### src/sffcs_pkg.sv
package sffcs_pkg;

	// ----------------------------------------
	// Register indices on the plain port
	// ----------------------------------------
	localparam logic [2:0] A_FMT = 3'h0;
	localparam logic [2:0] A_CTL = 3'h1;
	localparam logic [2:0] A_BRR = 3'h2;
	localparam logic [2:0] A_TDR = 3'h3;
	localparam logic [2:0] A_RDR = 3'h4;
	localparam logic [2:0] A_STS = 3'h5;

	// ----------------------------------------
	// Field positions
	// ----------------------------------------
	localparam int F_SYNC = 7;
	localparam int F_CHR  = 6;
	localparam int F_PE   = 5;
	localparam int F_ODD  = 4;
	localparam int F_STOP = 3;
	localparam int F_MP   = 2;
	localparam int C_LINE = 7;
	localparam int C_TE   = 5;
	localparam int C_RE   = 4;
	localparam int C_CKHI = 1;
	localparam int C_CKLO = 0;
	localparam int S_TDRE = 7;
	localparam int S_RDRF = 6;
	localparam int S_OVR  = 5;
	localparam int S_FER  = 4;
	localparam int S_PER  = 3;
	localparam int S_TEND = 2;
	localparam int S_MPB  = 1;
	localparam int S_MPBT = 0;

	// ----------------------------------------
	// Reset values and counts
	// ----------------------------------------
	localparam logic [7:0] FMT_RST     = 8'h00;
	localparam logic [7:0] CTL_RST     = 8'h00;
	localparam logic [7:0] BRR_RST     = 8'hff;
	localparam logic [7:0] STS_RST     = 8'h84;
	localparam logic [3:0] OVS_LAST    = 4'hf;
	localparam logic [3:0] OVS_MID     = 4'h7;
	localparam logic [3:0] DLEN8       = 4'h8;
	localparam logic [3:0] DLEN7       = 4'h7;
	localparam logic [3:0] STOP0       = 4'h0;
	localparam logic [3:0] STOP1       = 4'h1;
	localparam logic [3:0] STOP2       = 4'h2;
	localparam logic [3:0] SYNC_LEN    = 4'h8;
	localparam logic [3:0] SYNC_TX_LEN = 4'h9;
	localparam int         RSR_W       = 10;
	localparam int         TSR_W       = 12;

	typedef enum logic {
		TX_IDLE = 1'b0,
		TX_BUSY = 1'b1
	} sffcs_tx_e;

	typedef enum logic [1:0] {
		RX_IDLE  = 2'b00,
		RX_START = 2'b01,
		RX_BITS  = 2'b10
	} sffcs_rx_e;

	function automatic logic sffcs_par(input logic [7:0] d, input logic odd);
		return (^d) ^ odd;
	endfunction : sffcs_par

	function automatic logic [7:0] sffcs_mask(input logic [7:0] d, input logic [3:0] n);
		return (n == DLEN7) ? {1'b0, d[6:0]} : d;
	endfunction : sffcs_mask

endpackage : sffcs_pkg

### src/sffcs_top.sv
// Operation
// - Two modes: per-character framed asynchronous, or clocked synchronous.
// - Format bit 7 low selects asynchronous, high selects synchronous.
// - Async character length bit: 0 gives eight data bits, 1 gives seven.
// - Async stop length bit: 0 gives one stop bit, 1 gives two.
// - Without multiprocessor format, parity enable adds one parity bit after data.
// - Multiprocessor format adds one marker bit, no parity; twelve formats total.
// - Frame is low start, data LSB first, parity or marker, high stops.
// - Idle async line rests high; a character starts at first high-to-low edge.
// - Receiver syncs on start edge, samples mid-bit at 8th of 16 ticks.
// - Async receiver flags framing, parity and overrun; break is recognisable.
// - Transmit and receive run independently for full duplex.
// - Transmit and receive are double buffered for gapless streams.
// - Async internal clock from baud generator; pin unused when low select clear.
// - Async internal with low select set drives bit-rate clock on the pin.
// - Sync character is eight data bits, no parity, marker or stop.
// - Sync receiver detects only overrun.
// - Sync internal: baud generator clocks unit and clock is driven out.
// - Sync external: partner drives clock in; unit shifts on it.
// - Clock source and pin role decode from mode and both clock selects.
// - Present parity bit is checked against even or odd setting.
// - With two stop bits only the first is checked for framing.
// - After stop bits the transmitter holds the line high until next start.
`timescale 1ns/1ps
module sffcs_top import sffcs_pkg::*; (
	input  logic       ref_clk,
	input  logic       reset,
	input  logic [2:0] reg_addr,
	input  logic [7:0] reg_wdata,
	input  logic       reg_wr,
	input  logic       reg_rd,
	output logic [7:0] reg_rdata,
	output logic       txd_o,
	output logic       txd_oe,
	input  logic       rxd_i,
	input  logic       sck_i,
	output logic       sck_o,
	output logic       sck_oe
);

	// ----------------------------------------
	// State
	// ----------------------------------------
	logic [7:0]       fmt_q, fmt_d, ctl_q, ctl_d, brr_q, brr_d;
	logic [7:0]       tdr_q, tdr_d, rdr_q, rdr_d, sts_q, sts_d;
	logic [7:0]       rdata_q, rdata_d, brg_q, brg_d;
	logic             sck_s_q, sck_s_d, sck_p_q, sck_p_d;
	logic             sclk_q, sclk_d, scko_q, scko_d, sckoe_q, sckoe_d;
	logic             txd_q, txd_d, txoe_q, txoe_d;
	sffcs_tx_e        tx_st_q, tx_st_d;
	logic [TSR_W-1:0] tsr_q, tsr_d;
	logic [3:0]       txl_q, txl_d, txp_q, txp_d;
	sffcs_rx_e        rx_st_q, rx_st_d;
	logic [RSR_W-1:0] rsr_q, rsr_d;
	logic [3:0]       rxc_q, rxc_d, rxn_q, rxn_d;
	logic             rxl_q, rxl_d, rxp_q, rxp_d;

	// ----------------------------------------
	// Mode and format decode
	// ----------------------------------------
	logic       async, ext, te, re, mp, pe_eff, xb, cfg_ok;
	logic [3:0] dlen, nst, flen, rnum;
	logic       brg_tick, tick16, s_run, s_rise, s_fall, tx_end;

	assign async  = ~fmt_q[F_SYNC];
	assign ext    = ctl_q[C_CKHI];
	assign te     = ctl_q[C_TE];
	assign re     = ctl_q[C_RE];
	assign mp     = fmt_q[F_MP];
	assign pe_eff = fmt_q[F_PE] & ~mp;
	assign xb     = async & (mp | fmt_q[F_PE]);
	assign dlen   = (async & fmt_q[F_CHR]) ? DLEN7 : DLEN8;
	assign nst    = ~async ? STOP0 : (fmt_q[F_STOP] ? STOP2 : STOP1);
	assign flen   = STOP1 + dlen + {3'h0, xb} + nst;
	// Receiver only collects the first stop bit
	assign rnum   = async ? (dlen + {3'h0, xb} + STOP1) : SYNC_LEN;
	assign cfg_ok = ~te & ~re;

	// ----------------------------------------
	// Clock source and pin
	// ----------------------------------------
	assign brg_tick = (brg_q == brr_q);
	// External 16x clock counts only its rising edges
	assign tick16   = ext ? (sck_s_q & ~sck_p_q) : brg_tick;
	assign s_run    = (tx_st_q == TX_BUSY) | (re & ~sts_q[S_OVR]);
	assign s_rise   = ext ? (sck_s_q & ~sck_p_q) : (brg_tick & s_run & ~sclk_q);
	assign s_fall   = ext ? (~sck_s_q & sck_p_q) : (brg_tick & s_run & sclk_q);

	always_comb begin
		brg_d   = brg_tick ? 8'h00 : brg_q + 8'h01;
		sck_s_d = sck_i;
		sck_p_d = sck_s_q;
		sclk_d  = sclk_q;
		// The falling edge that only ends a frame is held back, so no ninth pulse appears
		if (!s_run || (tx_end && !(re && !sts_q[S_OVR])))
			sclk_d = 1'b1;
		else if (brg_tick)
			sclk_d = ~sclk_q;
		if (async) begin
			sckoe_d = ~ext & ctl_q[C_CKLO];
			// Rises at the centre of each transmit bit
			scko_d  = txp_q[3];
		end else begin
			sckoe_d = ~ext;
			// Pin follows the shift clock so data moves only on falling edges
			scko_d  = sclk_d;
		end
	end

	always_ff @(posedge ref_clk) begin
		if (reset) begin
			brg_q   <= 8'h00;
			sck_s_q <= 1'b1;
			sck_p_q <= 1'b1;
			sclk_q  <= 1'b1;
			scko_q  <= 1'b1;
			sckoe_q <= 1'b0;
		end else begin
			brg_q   <= brg_d;
			sck_s_q <= sck_s_d;
			sck_p_q <= sck_p_d;
			sclk_q  <= sclk_d;
			scko_q  <= scko_d;
			sckoe_q <= sckoe_d;
		end
	end

	// ----------------------------------------
	// Transmitter
	// ----------------------------------------
	logic [TSR_W-1:0] frm;
	logic [7:0]       tdm;
	logic             tx_step, tx_load;

	always_comb begin
		tdm = sffcs_mask(tdr_q, dlen);
		frm = '1;
		if (async) begin
			frm[0] = 1'b0;
			for (int i = 0; i < 8; i++) begin
				if (i < int'(dlen))
					frm[i+1] = tdm[i];
			end
			if (xb)
				frm[dlen+4'h1] = mp ? sts_q[S_MPBT] : sffcs_par(tdm, fmt_q[F_ODD]);
		end else begin
			// Leading filler is consumed by the first falling clock edge
			frm = {3'h7, tdr_q, 1'b1};
		end
	end

	assign tx_step = async ? (tick16 & (txp_q == OVS_LAST)) : s_fall;

	always_comb begin
		tx_st_d = tx_st_q;
		tsr_d   = tsr_q;
		txl_d   = txl_q;
		txp_d   = tick16 ? txp_q + 4'h1 : txp_q;
		tx_load = 1'b0;
		tx_end  = 1'b0;
		unique case (tx_st_q)
			TX_IDLE: begin
				// Async start waits for a bit boundary so the start bit is never short
				if (te && !sts_q[S_TDRE] && (tx_step || !async)) begin
					tsr_d   = frm;
					txl_d   = async ? flen : SYNC_TX_LEN;
					tx_st_d = TX_BUSY;
					tx_load = 1'b1;
				end
			end
			TX_BUSY: begin
				if (tx_step) begin
					tsr_d = {1'b1, tsr_q[TSR_W-1:1]};
					txl_d = txl_q - 4'h1;
					if (txl_q == 4'h1) begin
						if (te && !sts_q[S_TDRE]) begin
							// Back to back frames skip the sync filler bit
							tsr_d   = async ? frm : {1'b1, frm[TSR_W-1:1]};
							txl_d   = async ? flen : SYNC_LEN;
							tx_load = 1'b1;
						end else begin
							tx_st_d = TX_IDLE;
							tx_end  = 1'b1;
						end
					end
				end
			end
		endcase
		if (!te) begin
			tx_st_d = TX_IDLE;
			tsr_d   = '1;
			tx_load = 1'b0;
		end
		txd_d  = (tx_st_d == TX_BUSY) ? tsr_d[0] : 1'b1;
		txoe_d = te;
	end

	always_ff @(posedge ref_clk) begin
		if (reset) begin
			tx_st_q <= TX_IDLE;
			tsr_q   <= '1;
			txl_q   <= 4'h0;
			txp_q   <= 4'h0;
			txd_q   <= 1'b1;
			txoe_q  <= 1'b0;
		end else begin
			tx_st_q <= tx_st_d;
			tsr_q   <= tsr_d;
			txl_q   <= txl_d;
			txp_q   <= txp_d;
			txd_q   <= txd_d;
			txoe_q  <= txoe_d;
		end
	end

	// ----------------------------------------
	// Receiver
	// ----------------------------------------
	logic             rx_en, samp, rx_fin, rx_ok, rx_ovr, rx_fer, rx_per;
	logic [RSR_W-1:0] val;
	logic [7:0]       rx_dat;

	// Any error flag blocks reception until software clears it
	assign rx_en = re & ~(sts_q[S_OVR] | sts_q[S_FER] | sts_q[S_PER]);
	assign samp  = async ? (tick16 & (rxc_q == OVS_MID)) : s_rise;

	always_comb begin
		rx_st_d = rx_st_q;
		rsr_d   = rsr_q;
		rxc_d   = rxc_q;
		rxn_d   = rxn_q;
		rxl_d   = rxd_i;
		rxp_d   = rxl_q;
		rx_fin  = 1'b0;
		unique case (rx_st_q)
			RX_IDLE: begin
				if (rx_en && async && rxp_q && !rxl_q) begin
					rx_st_d = RX_START;
					rxc_d   = 4'h0;
				end else if (rx_en && !async) begin
					rx_st_d = RX_BITS;
					rxn_d   = SYNC_LEN;
				end
			end
			RX_START: begin
				if (tick16) begin
					rxc_d = rxc_q + 4'h1;
					if (rxc_q == OVS_MID) begin
						if (rxl_q) begin
							rx_st_d = RX_IDLE;
						end else begin
							rx_st_d = RX_BITS;
							rxn_d   = rnum;
						end
					end
				end
			end
			RX_BITS: begin
				if (tick16)
					rxc_d = rxc_q + 4'h1;
				if (samp) begin
					rsr_d = {rxl_q, rsr_q[RSR_W-1:1]};
					rxn_d = rxn_q - 4'h1;
					if (rxn_q == 4'h1) begin
						rx_fin  = 1'b1;
						rx_st_d = async ? RX_IDLE : RX_BITS;
						rxn_d   = SYNC_LEN;
					end
				end
			end
			default: rx_st_d = RX_IDLE;
		endcase
		if (!rx_en)
			rx_st_d = RX_IDLE;
	end

	always_comb begin
		val    = rsr_d >> (RSR_W - int'(rnum));
		rx_dat = sffcs_mask(val[7:0], dlen);
		rx_ovr = rx_fin & sts_q[S_RDRF];
		// Only the first stop bit lands in the top of the shifter
		rx_fer = rx_fin & async & ~rsr_d[RSR_W-1];
		rx_per = rx_fin & async & pe_eff &
			(val[dlen] != sffcs_par(rx_dat, fmt_q[F_ODD]));
		rx_ok  = rx_fin & ~rx_ovr & ~rx_fer & ~rx_per;
	end

	always_ff @(posedge ref_clk) begin
		if (reset) begin
			rx_st_q <= RX_IDLE;
			rsr_q   <= '0;
			rxc_q   <= 4'h0;
			rxn_q   <= 4'h0;
			rxl_q   <= 1'b1;
			rxp_q   <= 1'b1;
		end else begin
			rx_st_q <= rx_st_d;
			rsr_q   <= rsr_d;
			rxc_q   <= rxc_d;
			rxn_q   <= rxn_d;
			rxl_q   <= rxl_d;
			rxp_q   <= rxp_d;
		end
	end

	// ----------------------------------------
	// Register port
	// ----------------------------------------
	always_comb begin
		fmt_d   = fmt_q;
		ctl_d   = ctl_q;
		brr_d   = brr_q;
		tdr_d   = tdr_q;
		rdr_d   = rdr_q;
		sts_d   = sts_q;
		rdata_d = 8'h00;
		if (reg_wr) begin
			unique case (reg_addr)
				A_FMT: if (cfg_ok) fmt_d = reg_wdata;
				A_CTL: begin
					ctl_d[C_TE] = reg_wdata[C_TE];
					ctl_d[C_RE] = reg_wdata[C_RE];
					if (cfg_ok) begin
						ctl_d[C_CKHI] = reg_wdata[C_CKHI];
						ctl_d[C_CKLO] = reg_wdata[C_CKLO];
					end
				end
				A_BRR: if (cfg_ok) brr_d = reg_wdata;
				A_TDR: begin
					tdr_d         = reg_wdata;
					sts_d[S_TDRE] = 1'b0;
					sts_d[S_TEND] = 1'b0;
				end
				A_STS: begin
					// Receive and error flags clear by writing zero over them; TDRE and TEND ignore this write
					sts_d[S_RDRF] = sts_q[S_RDRF] & reg_wdata[S_RDRF];
					sts_d[S_OVR]  = sts_q[S_OVR] & reg_wdata[S_OVR];
					sts_d[S_FER]  = sts_q[S_FER] & reg_wdata[S_FER];
					sts_d[S_PER]  = sts_q[S_PER] & reg_wdata[S_PER];
					sts_d[S_MPBT] = reg_wdata[S_MPBT];
				end
				default: ;
			endcase
		end
		if (te && !ctl_d[C_TE])
			sts_d[S_TDRE] = 1'b1;
		// Hardware sets after software clears so no event is lost
		if (tx_load) begin
			sts_d[S_TDRE] = 1'b1;
			sts_d[S_TEND] = 1'b0;
		end
		if (tx_end)
			sts_d[S_TEND] = 1'b1;
		if (rx_ok) begin
			rdr_d         = rx_dat;
			sts_d[S_RDRF] = 1'b1;
			if (mp)
				sts_d[S_MPB] = val[dlen];
		end
		if (rx_ovr)
			sts_d[S_OVR] = 1'b1;
		if (rx_fer)
			sts_d[S_FER] = 1'b1;
		if (rx_per)
			sts_d[S_PER] = 1'b1;
		if (reg_rd) begin
			unique case (reg_addr)
				A_FMT: rdata_d = fmt_q;
				// Line level lets software tell a break from a bad stop bit
				A_CTL: rdata_d = {rxl_q, ctl_q[6:0]};
				A_BRR: rdata_d = brr_q;
				A_TDR: rdata_d = tdr_q;
				A_RDR: rdata_d = rdr_q;
				A_STS: rdata_d = sts_q;
				default: rdata_d = 8'h00;
			endcase
		end
	end

	always_ff @(posedge ref_clk) begin
		if (reset) begin
			fmt_q   <= FMT_RST;
			ctl_q   <= CTL_RST;
			brr_q   <= BRR_RST;
			tdr_q   <= 8'h00;
			rdr_q   <= 8'h00;
			sts_q   <= STS_RST;
			rdata_q <= 8'h00;
		end else begin
			fmt_q   <= fmt_d;
			ctl_q   <= ctl_d;
			brr_q   <= brr_d;
			tdr_q   <= tdr_d;
			rdr_q   <= rdr_d;
			sts_q   <= sts_d;
			rdata_q <= rdata_d;
		end
	end

	assign reg_rdata = rdata_q;
	assign txd_o     = txd_q;
	assign txd_oe    = txoe_q;
	assign sck_o     = scko_q;
	assign sck_oe    = sckoe_q;
endmodule : sffcs_top

### config.mk
export PLATFORM = sky130hd
export DESIGN_NAME = sffcs_top
export DESIGN_NICKNAME = d
export VERILOG_FILES = /design/src/sffcs_pkg.sv /design/src/sffcs_top.sv
export SDC_FILE = /design/constraint.sdc
export NUM_CORES = 1
export LEC_CHECK = 0
export BUFFER_PORTS_ARGS = -buffer_cell sky130_fd_sc_hd__clkbuf_2
export CAP_MARGIN = 20
export CORE_MARGIN = 2
export CORE_UTILIZATION = 50
export CTS_CLUSTER_DIAMETER = 40
export DETAILED_ROUTE_END_ITERATION = 8
export PLACE_DENSITY = 0.66
export SLEW_MARGIN = 40
export SYNTH_ARGS = -nofsm -noshare
export SYNTH_HDL_FRONTEND = slang
export SYNTH_SLANG_ARGS = --single-unit
### constraint.sdc
create_clock -name ref_clk -period 5.5 [get_ports ref_clk]
set_input_delay 0.275 -clock ref_clk [delete_from_list [all_inputs] [get_ports ref_clk]]
set_output_delay 0.275 -clock ref_clk [all_outputs]
set_load 0.005 [all_outputs]
==> results of run 1 <==
-- report_power, final --
part	internal, mW	switching (mW)
Sequential	0.807	0.0138
Clock	0.377	0.325
Combinational	0.0516	0.0878
-- registers in the layout (all words and copies together), names as in the netlist, 8 cells and up --
register / flops
brg_q: 8
brr_q: 8
fmt_q: 8
rdr_q: 8
reg_rdata: 8
rsr_q: 10
sts_q: 8
tdr_q: 8
tsr_q: 12
-- cells by family after synthesis --
group,synth area share [%]
xor+xnor,4.86
simple gates,22.2
other cells,0.0615
compound gates,21.2
fa+ha+maj,3.41
mux,7.59
buf+inv,4.52
flops,36.1
-- worst max path at each step --
stage / end / slack, ns / startpoint / depth (start not counted)
floorplan: rdr_q[1] / 1.16 / fmt_q[2] / 20
global placement: rdr_q[3] / 0.86 / fmt_q[2] / 20
detailed placement: rdr_q[3] / 0.69 / fmt_q[2] / 20
CTS: rdr_q[1] / 0.68 / fmt_q[2] / 20
global route: rdr_q[5] / 0.29 / fmt_q[2] / 20
finish: rdr_q[1] / 0.65 / fmt_q[2] / 20
-- synthesized netlist by cell type, types with 9 or more instances --
master | count | share of area, %
nand2b_1 | 14 | 1.4
a211o_1 | 9 | 1.3
dfxtp_1 | 110 | 36
inv_1 | 34 | 2.1
ha_1 | 15 | 3.1
clkbuf_1 | 30 | 1.8
nor3_1 | 17 | 1.4
o21ai_0 | 31 | 2.5
nand3_1 | 31 | 2.5
mux2i_1 | 35 | 5.7
nor2_1 | 109 | 6.7
xor2_1 | 12 | 1.7
xnor2_1 | 20 | 2.9
nand2_1 | 65 | 4.0
nor2b_1 | 12 | 1.2
a21o_1 | 12 | 1.5
a21oi_1 | 79 | 6.5
-- layer usage --
layer	up-vias	share of wire, %
met2	158	46
met3	12	5.9
met4	0	1.1
li1	2699	-
met1	2617	47
met5	-	0
-- layout make-up --
class                           count  area, um2  share of cell area (%)
Sequential cell                   110       2200                    33.2
Timing Repair Buffer               32        170                    2.56
Clock inverter                      6       81.3                    1.23
Tap cell                          147        184                    2.77
Clock buffer                       10        239                    3.60
Multi-Input combinational cell    581       3630                    54.7
Inverter                           35        131                    1.98
-- through the flow --
stage	cells	worst slack, ns	cell area [um2]
3_3_place_gp	905	0.860	6310
5_1_grt	921	0.289	6640
2_1_floorplan	761	1.16	6100
4_1_cts	921	0.676	6630
3_5_place_dp	905	0.691	6310
6_report	921	0.652	6640
-- critical path, cell delays in order (launching register included) --
cell and delay [ns]:
dfxtp_1 0.36, o21ai_0 0.32, inv_1 0.11, ha_1 0.31, nand2_2 0.14, inv_1 0.05, buf_4 0.18, ha_1 0.18
inv_1 0.06, ha_1 0.27, inv_1 0.10, a21oi_1 0.36, nand2_1 0.33, o32a_1 0.26, o221a_1 0.26, xor2_1 0.18
xnor2_1 0.15, xnor2_1 0.23, mux2i_1 0.31, nand2_2 0.23, mux2_4 0.36
==> impl_metrics.py, run 1 <==
metrics = {
    "run_status": {
        "status": "finished clean",
    },
    "clock_network": {
        "cts_tree": "done",
        "clkSinkCount": 110,
        "tritoncts.num_buffers": 9,
        "postCtsSetupBuffers": 0,
        "cts.path.max_buffers": 2,
        "htree_levels": 3,
        "clk_latency_ns": 0.36,
        "clk_pin_slew_ns": 0.08,
        "clockRootBuffer": "clkbuf_16",
        "ctsHoldBuffers": 0,
        "cts_resized": 0,
    },
    "synth": {
        "async_flop_share_pct": 0,
        "synth_enable_flop_cells": 0,
        "syn_nets": 794,
        "ys.warnings.count": 0,
        "yosysSeqAreaShare_pct": 36.1,
        "syn_avg_cell_area_um2": 8.01,
        "syn_area_um2": 6100,
        "ys.flop_type": "dfxtp_1",
        "ys_ff_latch": 110,
        "synth.distinct_cells": 75,
        "syn_inst": 761,
    },
    "hold_path": {
        "hold_start": "rxd_i",
        "hold_end": "rxl_q",
        "hold_path_class": "in2reg",
        "whs_path_depth": 2,
    },
    "worst_setup_path": {
        "worstSetupPathType": "reg2reg",
        "end_kind": "flip-flop",
        "cp.required_ns": 5.75,
        "reg2reg_to": "rdr_q[1]",
        "startpoint_type": "flip-flop",
        "arrival_ns": 5.10,
        "critPathMaxFanout": 13,
        "rr_startpoint": "fmt_q[2]",
        "reg2reg_setup_slack_ns": 0.65,
        "ff2ff_path_depth": 20,
    },
    "grt": {
        "grt_pass1_wl_um": 25900,
        "grt_pass1_vias": 5137,
        "grt_max_degree": 57,
        "busiest_layer": "met2",
        "met3_usage_pct": 4.66,
        "grt_use_met1_pct": 35.0,
        "grt_usage_pct": 24.9,
        "antenna_found_initial": 0,
        "grtUsageMet2_pct": 38.5,
        "gr-total-overflow": 0,
    },
    "layout": {
        "final_common_cell": "dfxtp_1",
        "final_util_pct": 55.5,
        "nets": 802,
        "nFillCells": 1139,
        "syn_to_final_growth_pct": 8.87,
        "final_cell_mix": "dfxtp_1 (110), nor2_1 (109), a21oi_1 (79)",
        "final_layout_size_suffix_gt1_share_pct": 10.1,
        "antenna_cells": 0,
    },
    "drt": {
        "routed_via_density": 5.96,
        "num_vias": 5486,
        "wl_per_cell_um": 17.1,
        "drtIter0Drc": 578,
        "wirelength_um": 15700,
        "postRouteAntennaNets": 0,
        "drc": 0,
        "first_pass_iters": 7,
    },
    "die": {
        "die_w_um": 114,
        "fp.dieH_um": 114,
        "num_io_pins": 29,
        "row_count": 40,
        "core_area_um2": 12000,
        "die_area_um2": 13100,
        "floorplan.initialDensity_pct": 51.0,
    },
    "sta": {
        "period_needed_ns": 4.85,
        "final_hold_viol_count": 0,
        "drv_slew": 0,
        "tightest_slew_ns": 0.848,
        "setup_violations": 0,
        "rsz0062_at_grt": "no",
        "slew_headroom_pct": 43.4,
        "fmax_mhz": 206,
        "clock_skew_ns": 0.0149,
        "fin_setup_tns_ns": 0,
        "fin_crit_sh_pct": 88.1,
        "whs_ns": 0.107,
    },
    "power": {
        "peakVddDrop_mv": 0.136,
        "fin_total_pwr_mw": 1.66,
        "p_leak_nw": 2.53,
        "p_per_area_nw_per_um2": 251,
    },
    "placement": {
        "gp_congestion": 0.895,
        "place.detailed.hpwl_um": 11400,
        "port_buffers": 28,
    },
    "flow_run": {
        "cap_violations": 0,
    },
}
Power figures use the tool's default switching activity.
==> run 2, diff against run 1 <==
Settings changed: PLACE_DENSITY 0.66 to 0.73.
==> run 2 against run 1 <==
  * Utilization fell by 0.10 points
  * Non-clock buffer count fell by 2
  * Clock-buffer cell count rose by 1
  * Final area fell by 0.19%
  * Critical path depth fell by 1
  * Via count rose by 0.24%
  * Setup slack got worse by 0.095 ns
  * Fmax fell by 1.9%
  * First-iteration DRC count fell by 12%
  * Global-route usage fell by 0.056 points
  * Sequential share of layout area rose by 0.063 points
  * Critical path type unchanged
  * Critical endpoint is now rdr_q[3]
  * Highest routed layer unchanged
==> impl_metrics.py, run 2 (synthesis results as in run 1) <==
metrics = {
    "layout": {
        "final_cells": 919,
        "final_common_cell": "dfxtp_1",
        "final_util_pct": 55.4,
        "top_register": "tsr_q",
        "postLayoutCellArea_um2": 6620,
        "reg.largest.list": "tsr_q (12), rsr_q (10)",
        "final_cell_mix": "dfxtp_1 (110), nor2_1 (109), a21oi_1 (78)",
        "multi_input_area_um2": 3630,
        "antenna_cells": 0,
        "nets": 800,
        "final_layout_size_suffix_gt1_share_pct": 9.97,
        "regArea_um2": 2200,
        "nFillCells": 1119,
        "syn_to_final_growth_pct": 8.66,
        "largest_reg_flops": 12,
    },
    "worst_setup_path": {
        "arrival_ns": 5.19,
        "cp.required_ns": 5.75,
        "reg2reg_setup_slack_ns": 0.56,
        "slowest_stage": "dfxtp_1",
        "ff2ff_path_depth": 19,
        "rr_startpoint": "fmt_q[2]",
        "startpoint_type": "flip-flop",
        "slowest_delay_ns": 0.36,
        "path_cells": "o21ai_0, inv_1, ha_1, nand2_2, inv_1, ha_1, inv_1, ha_1, inv_1, a21oi_1, nand2_1, o32a_1, o221a_1, xor2_1, xnor2_1, xnor2_1, mux2i_1, nand2_2, mux2_4",
        "cpMostUsedCell": "inv_1",
        "path_delay_family": "compound AO/OA/AOI/OAI gates",
        "critPathMaxFanout": 13,
        "cp_num_buf_inv": 4,
        "worstSetupPathType": "reg2reg",
        "end_kind": "flip-flop",
        "reg2reg_to": "rdr_q[3]",
    },
    "sta": {
        "setup_ws_ns": 0.557,
        "fin_crit_sh_pct": 89.9,
        "slew_headroom_pct": 54.2,
        "period_needed_ns": 4.94,
        "final_hold_viol_count": 0,
        "rsz0062_at_grt": "no",
        "tightest_slew_ns": 0.685,
        "fmax_mhz": 202,
        "fin_setup_tns_ns": 0,
        "clock_skew_ns": 0.0109,
        "drv_slew": 0,
        "setup_violations": 0,
        "whs_ns": 0.0931,
    },
    "drt": {
        "wl_met2_um": 7260,
        "num_vias": 5499,
        "wl_per_cell_um": 17.1,
        "routed_via_density": 5.98,
        "drtIter0Drc": 511,
        "dr_wl_met3_um": 932,
        "wirelength_um": 15700,
        "drc": 0,
        "postRouteAntennaNets": 0,
        "wl_met1_um": 7260,
        "top_layer_used": "met4",
        "first_pass_iters": 5,
    },
    "power": {
        "p_per_area_nw_per_um2": 250,
        "pwr-share-clk_pct": 41.9,
        "fin_total_pwr_mw": 1.65,
        "seq_power_share_pct": 49.6,
        "swShare_pct": 24.9,
        "peakVddDrop_mv": 0.177,
        "p_int_mw": 1.24,
        "switching_power_mw": 0.412,
        "p_leak_nw": 2.52,
        "pwr-share-comb_pct": 8.4,
    },
    "run_status": {
        "status": "finished clean",
    },
    "die": {
        "num_io_pins": 29,
        "row_count": 40,
        "die_area_um2": 13100,
        "fp.dieH_um": 114,
        "floorplan.initialDensity_pct": 51.0,
        "die_w_um": 114,
        "core_area_um2": 12000,
    },
    "placement": {
        "port_buffers": 28,
        "place_ws_ns": 0.635,
        "dpl_cell_area_um2": 6300,
        "place.detailed.hpwl_um": 11400,
        "gp_congestion": 0.917,
        "place_inst": 903,
    },
    "hold_path": {
        "hold_end": "sck_p_d",
        "hold_start": "sck_i",
        "whs_path_depth": 2,
        "hold_path_class": "in2reg",
    },
    "grt": {
        "grt_pass1_wl_um": 26000,
        "grt_usage_pct": 24.8,
        "grt_max_degree": 45,
        "antenna_found_initial": 0,
        "gr-total-overflow": 0,
        "grt_pass1_vias": 5140,
    },
    "clock_network": {
        "clk_latency_ns": 0.36,
        "ctsHoldBuffers": 0,
        "clockRootBuffer": "clkbuf_16",
        "cts.path.max_buffers": 2,
        "postCtsSetupBuffers": 0,
        "clkSinkCount": 110,
        "cts_tree": "done",
        "cts_resized": 0,
        "clk_pin_slew_ns": 0.08,
        "tritoncts.num_buffers": 9,
        "htree_levels": 3,
    },
    "flow_run": {
        "cap_violations": 0,
    },
}
## run 2: how the worst max path moves through the flow
stage / startpoint / end / slack (ns) / cells after the start
2_1_floorplan: fmt_q[2] / rdr_q[1] / 1.16 / 20
3_3_place_gp: fmt_q[2] / rdr_q[3] / 0.83 / 19
3_5_place_dp: fmt_q[2] / rdr_q[3] / 0.63 / 19
4_1_cts: fmt_q[2] / rdr_q[3] / 0.62 / 19
5_1_grt: fmt_q[2] / rdr_q[3] / 0.10 / 19
6_report: fmt_q[2] / rdr_q[3] / 0.56 / 19
## run 2: per-layer routing
layer	vias to the layer above	GRT usage, %
li1	2693	-
met1	2605	34.0
met2	174	39.5
met3	27	5.24
met4	0	7.07
met5	-	0
## run 2: cell type report
cell class	instances	area share, %
clock inverter	5	0.963
clock buffer	11	3.82
sequential	110	33.2
timing repair buffer	30	2.38
inverter	35	1.98
multi-input combinational	581	54.8
tap	147	2.78
## run 2: power groups by stage
stage | clock network (mW) | logic [mW] | registers [mW]
6_report | 0.693 | 0.140 | 0.821
5_1_grt | 0.731 | 0.155 | 0.822
4_1_cts | 0.701 | 0.137 | 0.820
2_1_floorplan | 0 | 0.102 | 0.834
3_3_place_gp | 0 | 0.136 | 0.838
3_5_place_dp | 0 | 0.136 | 0.839
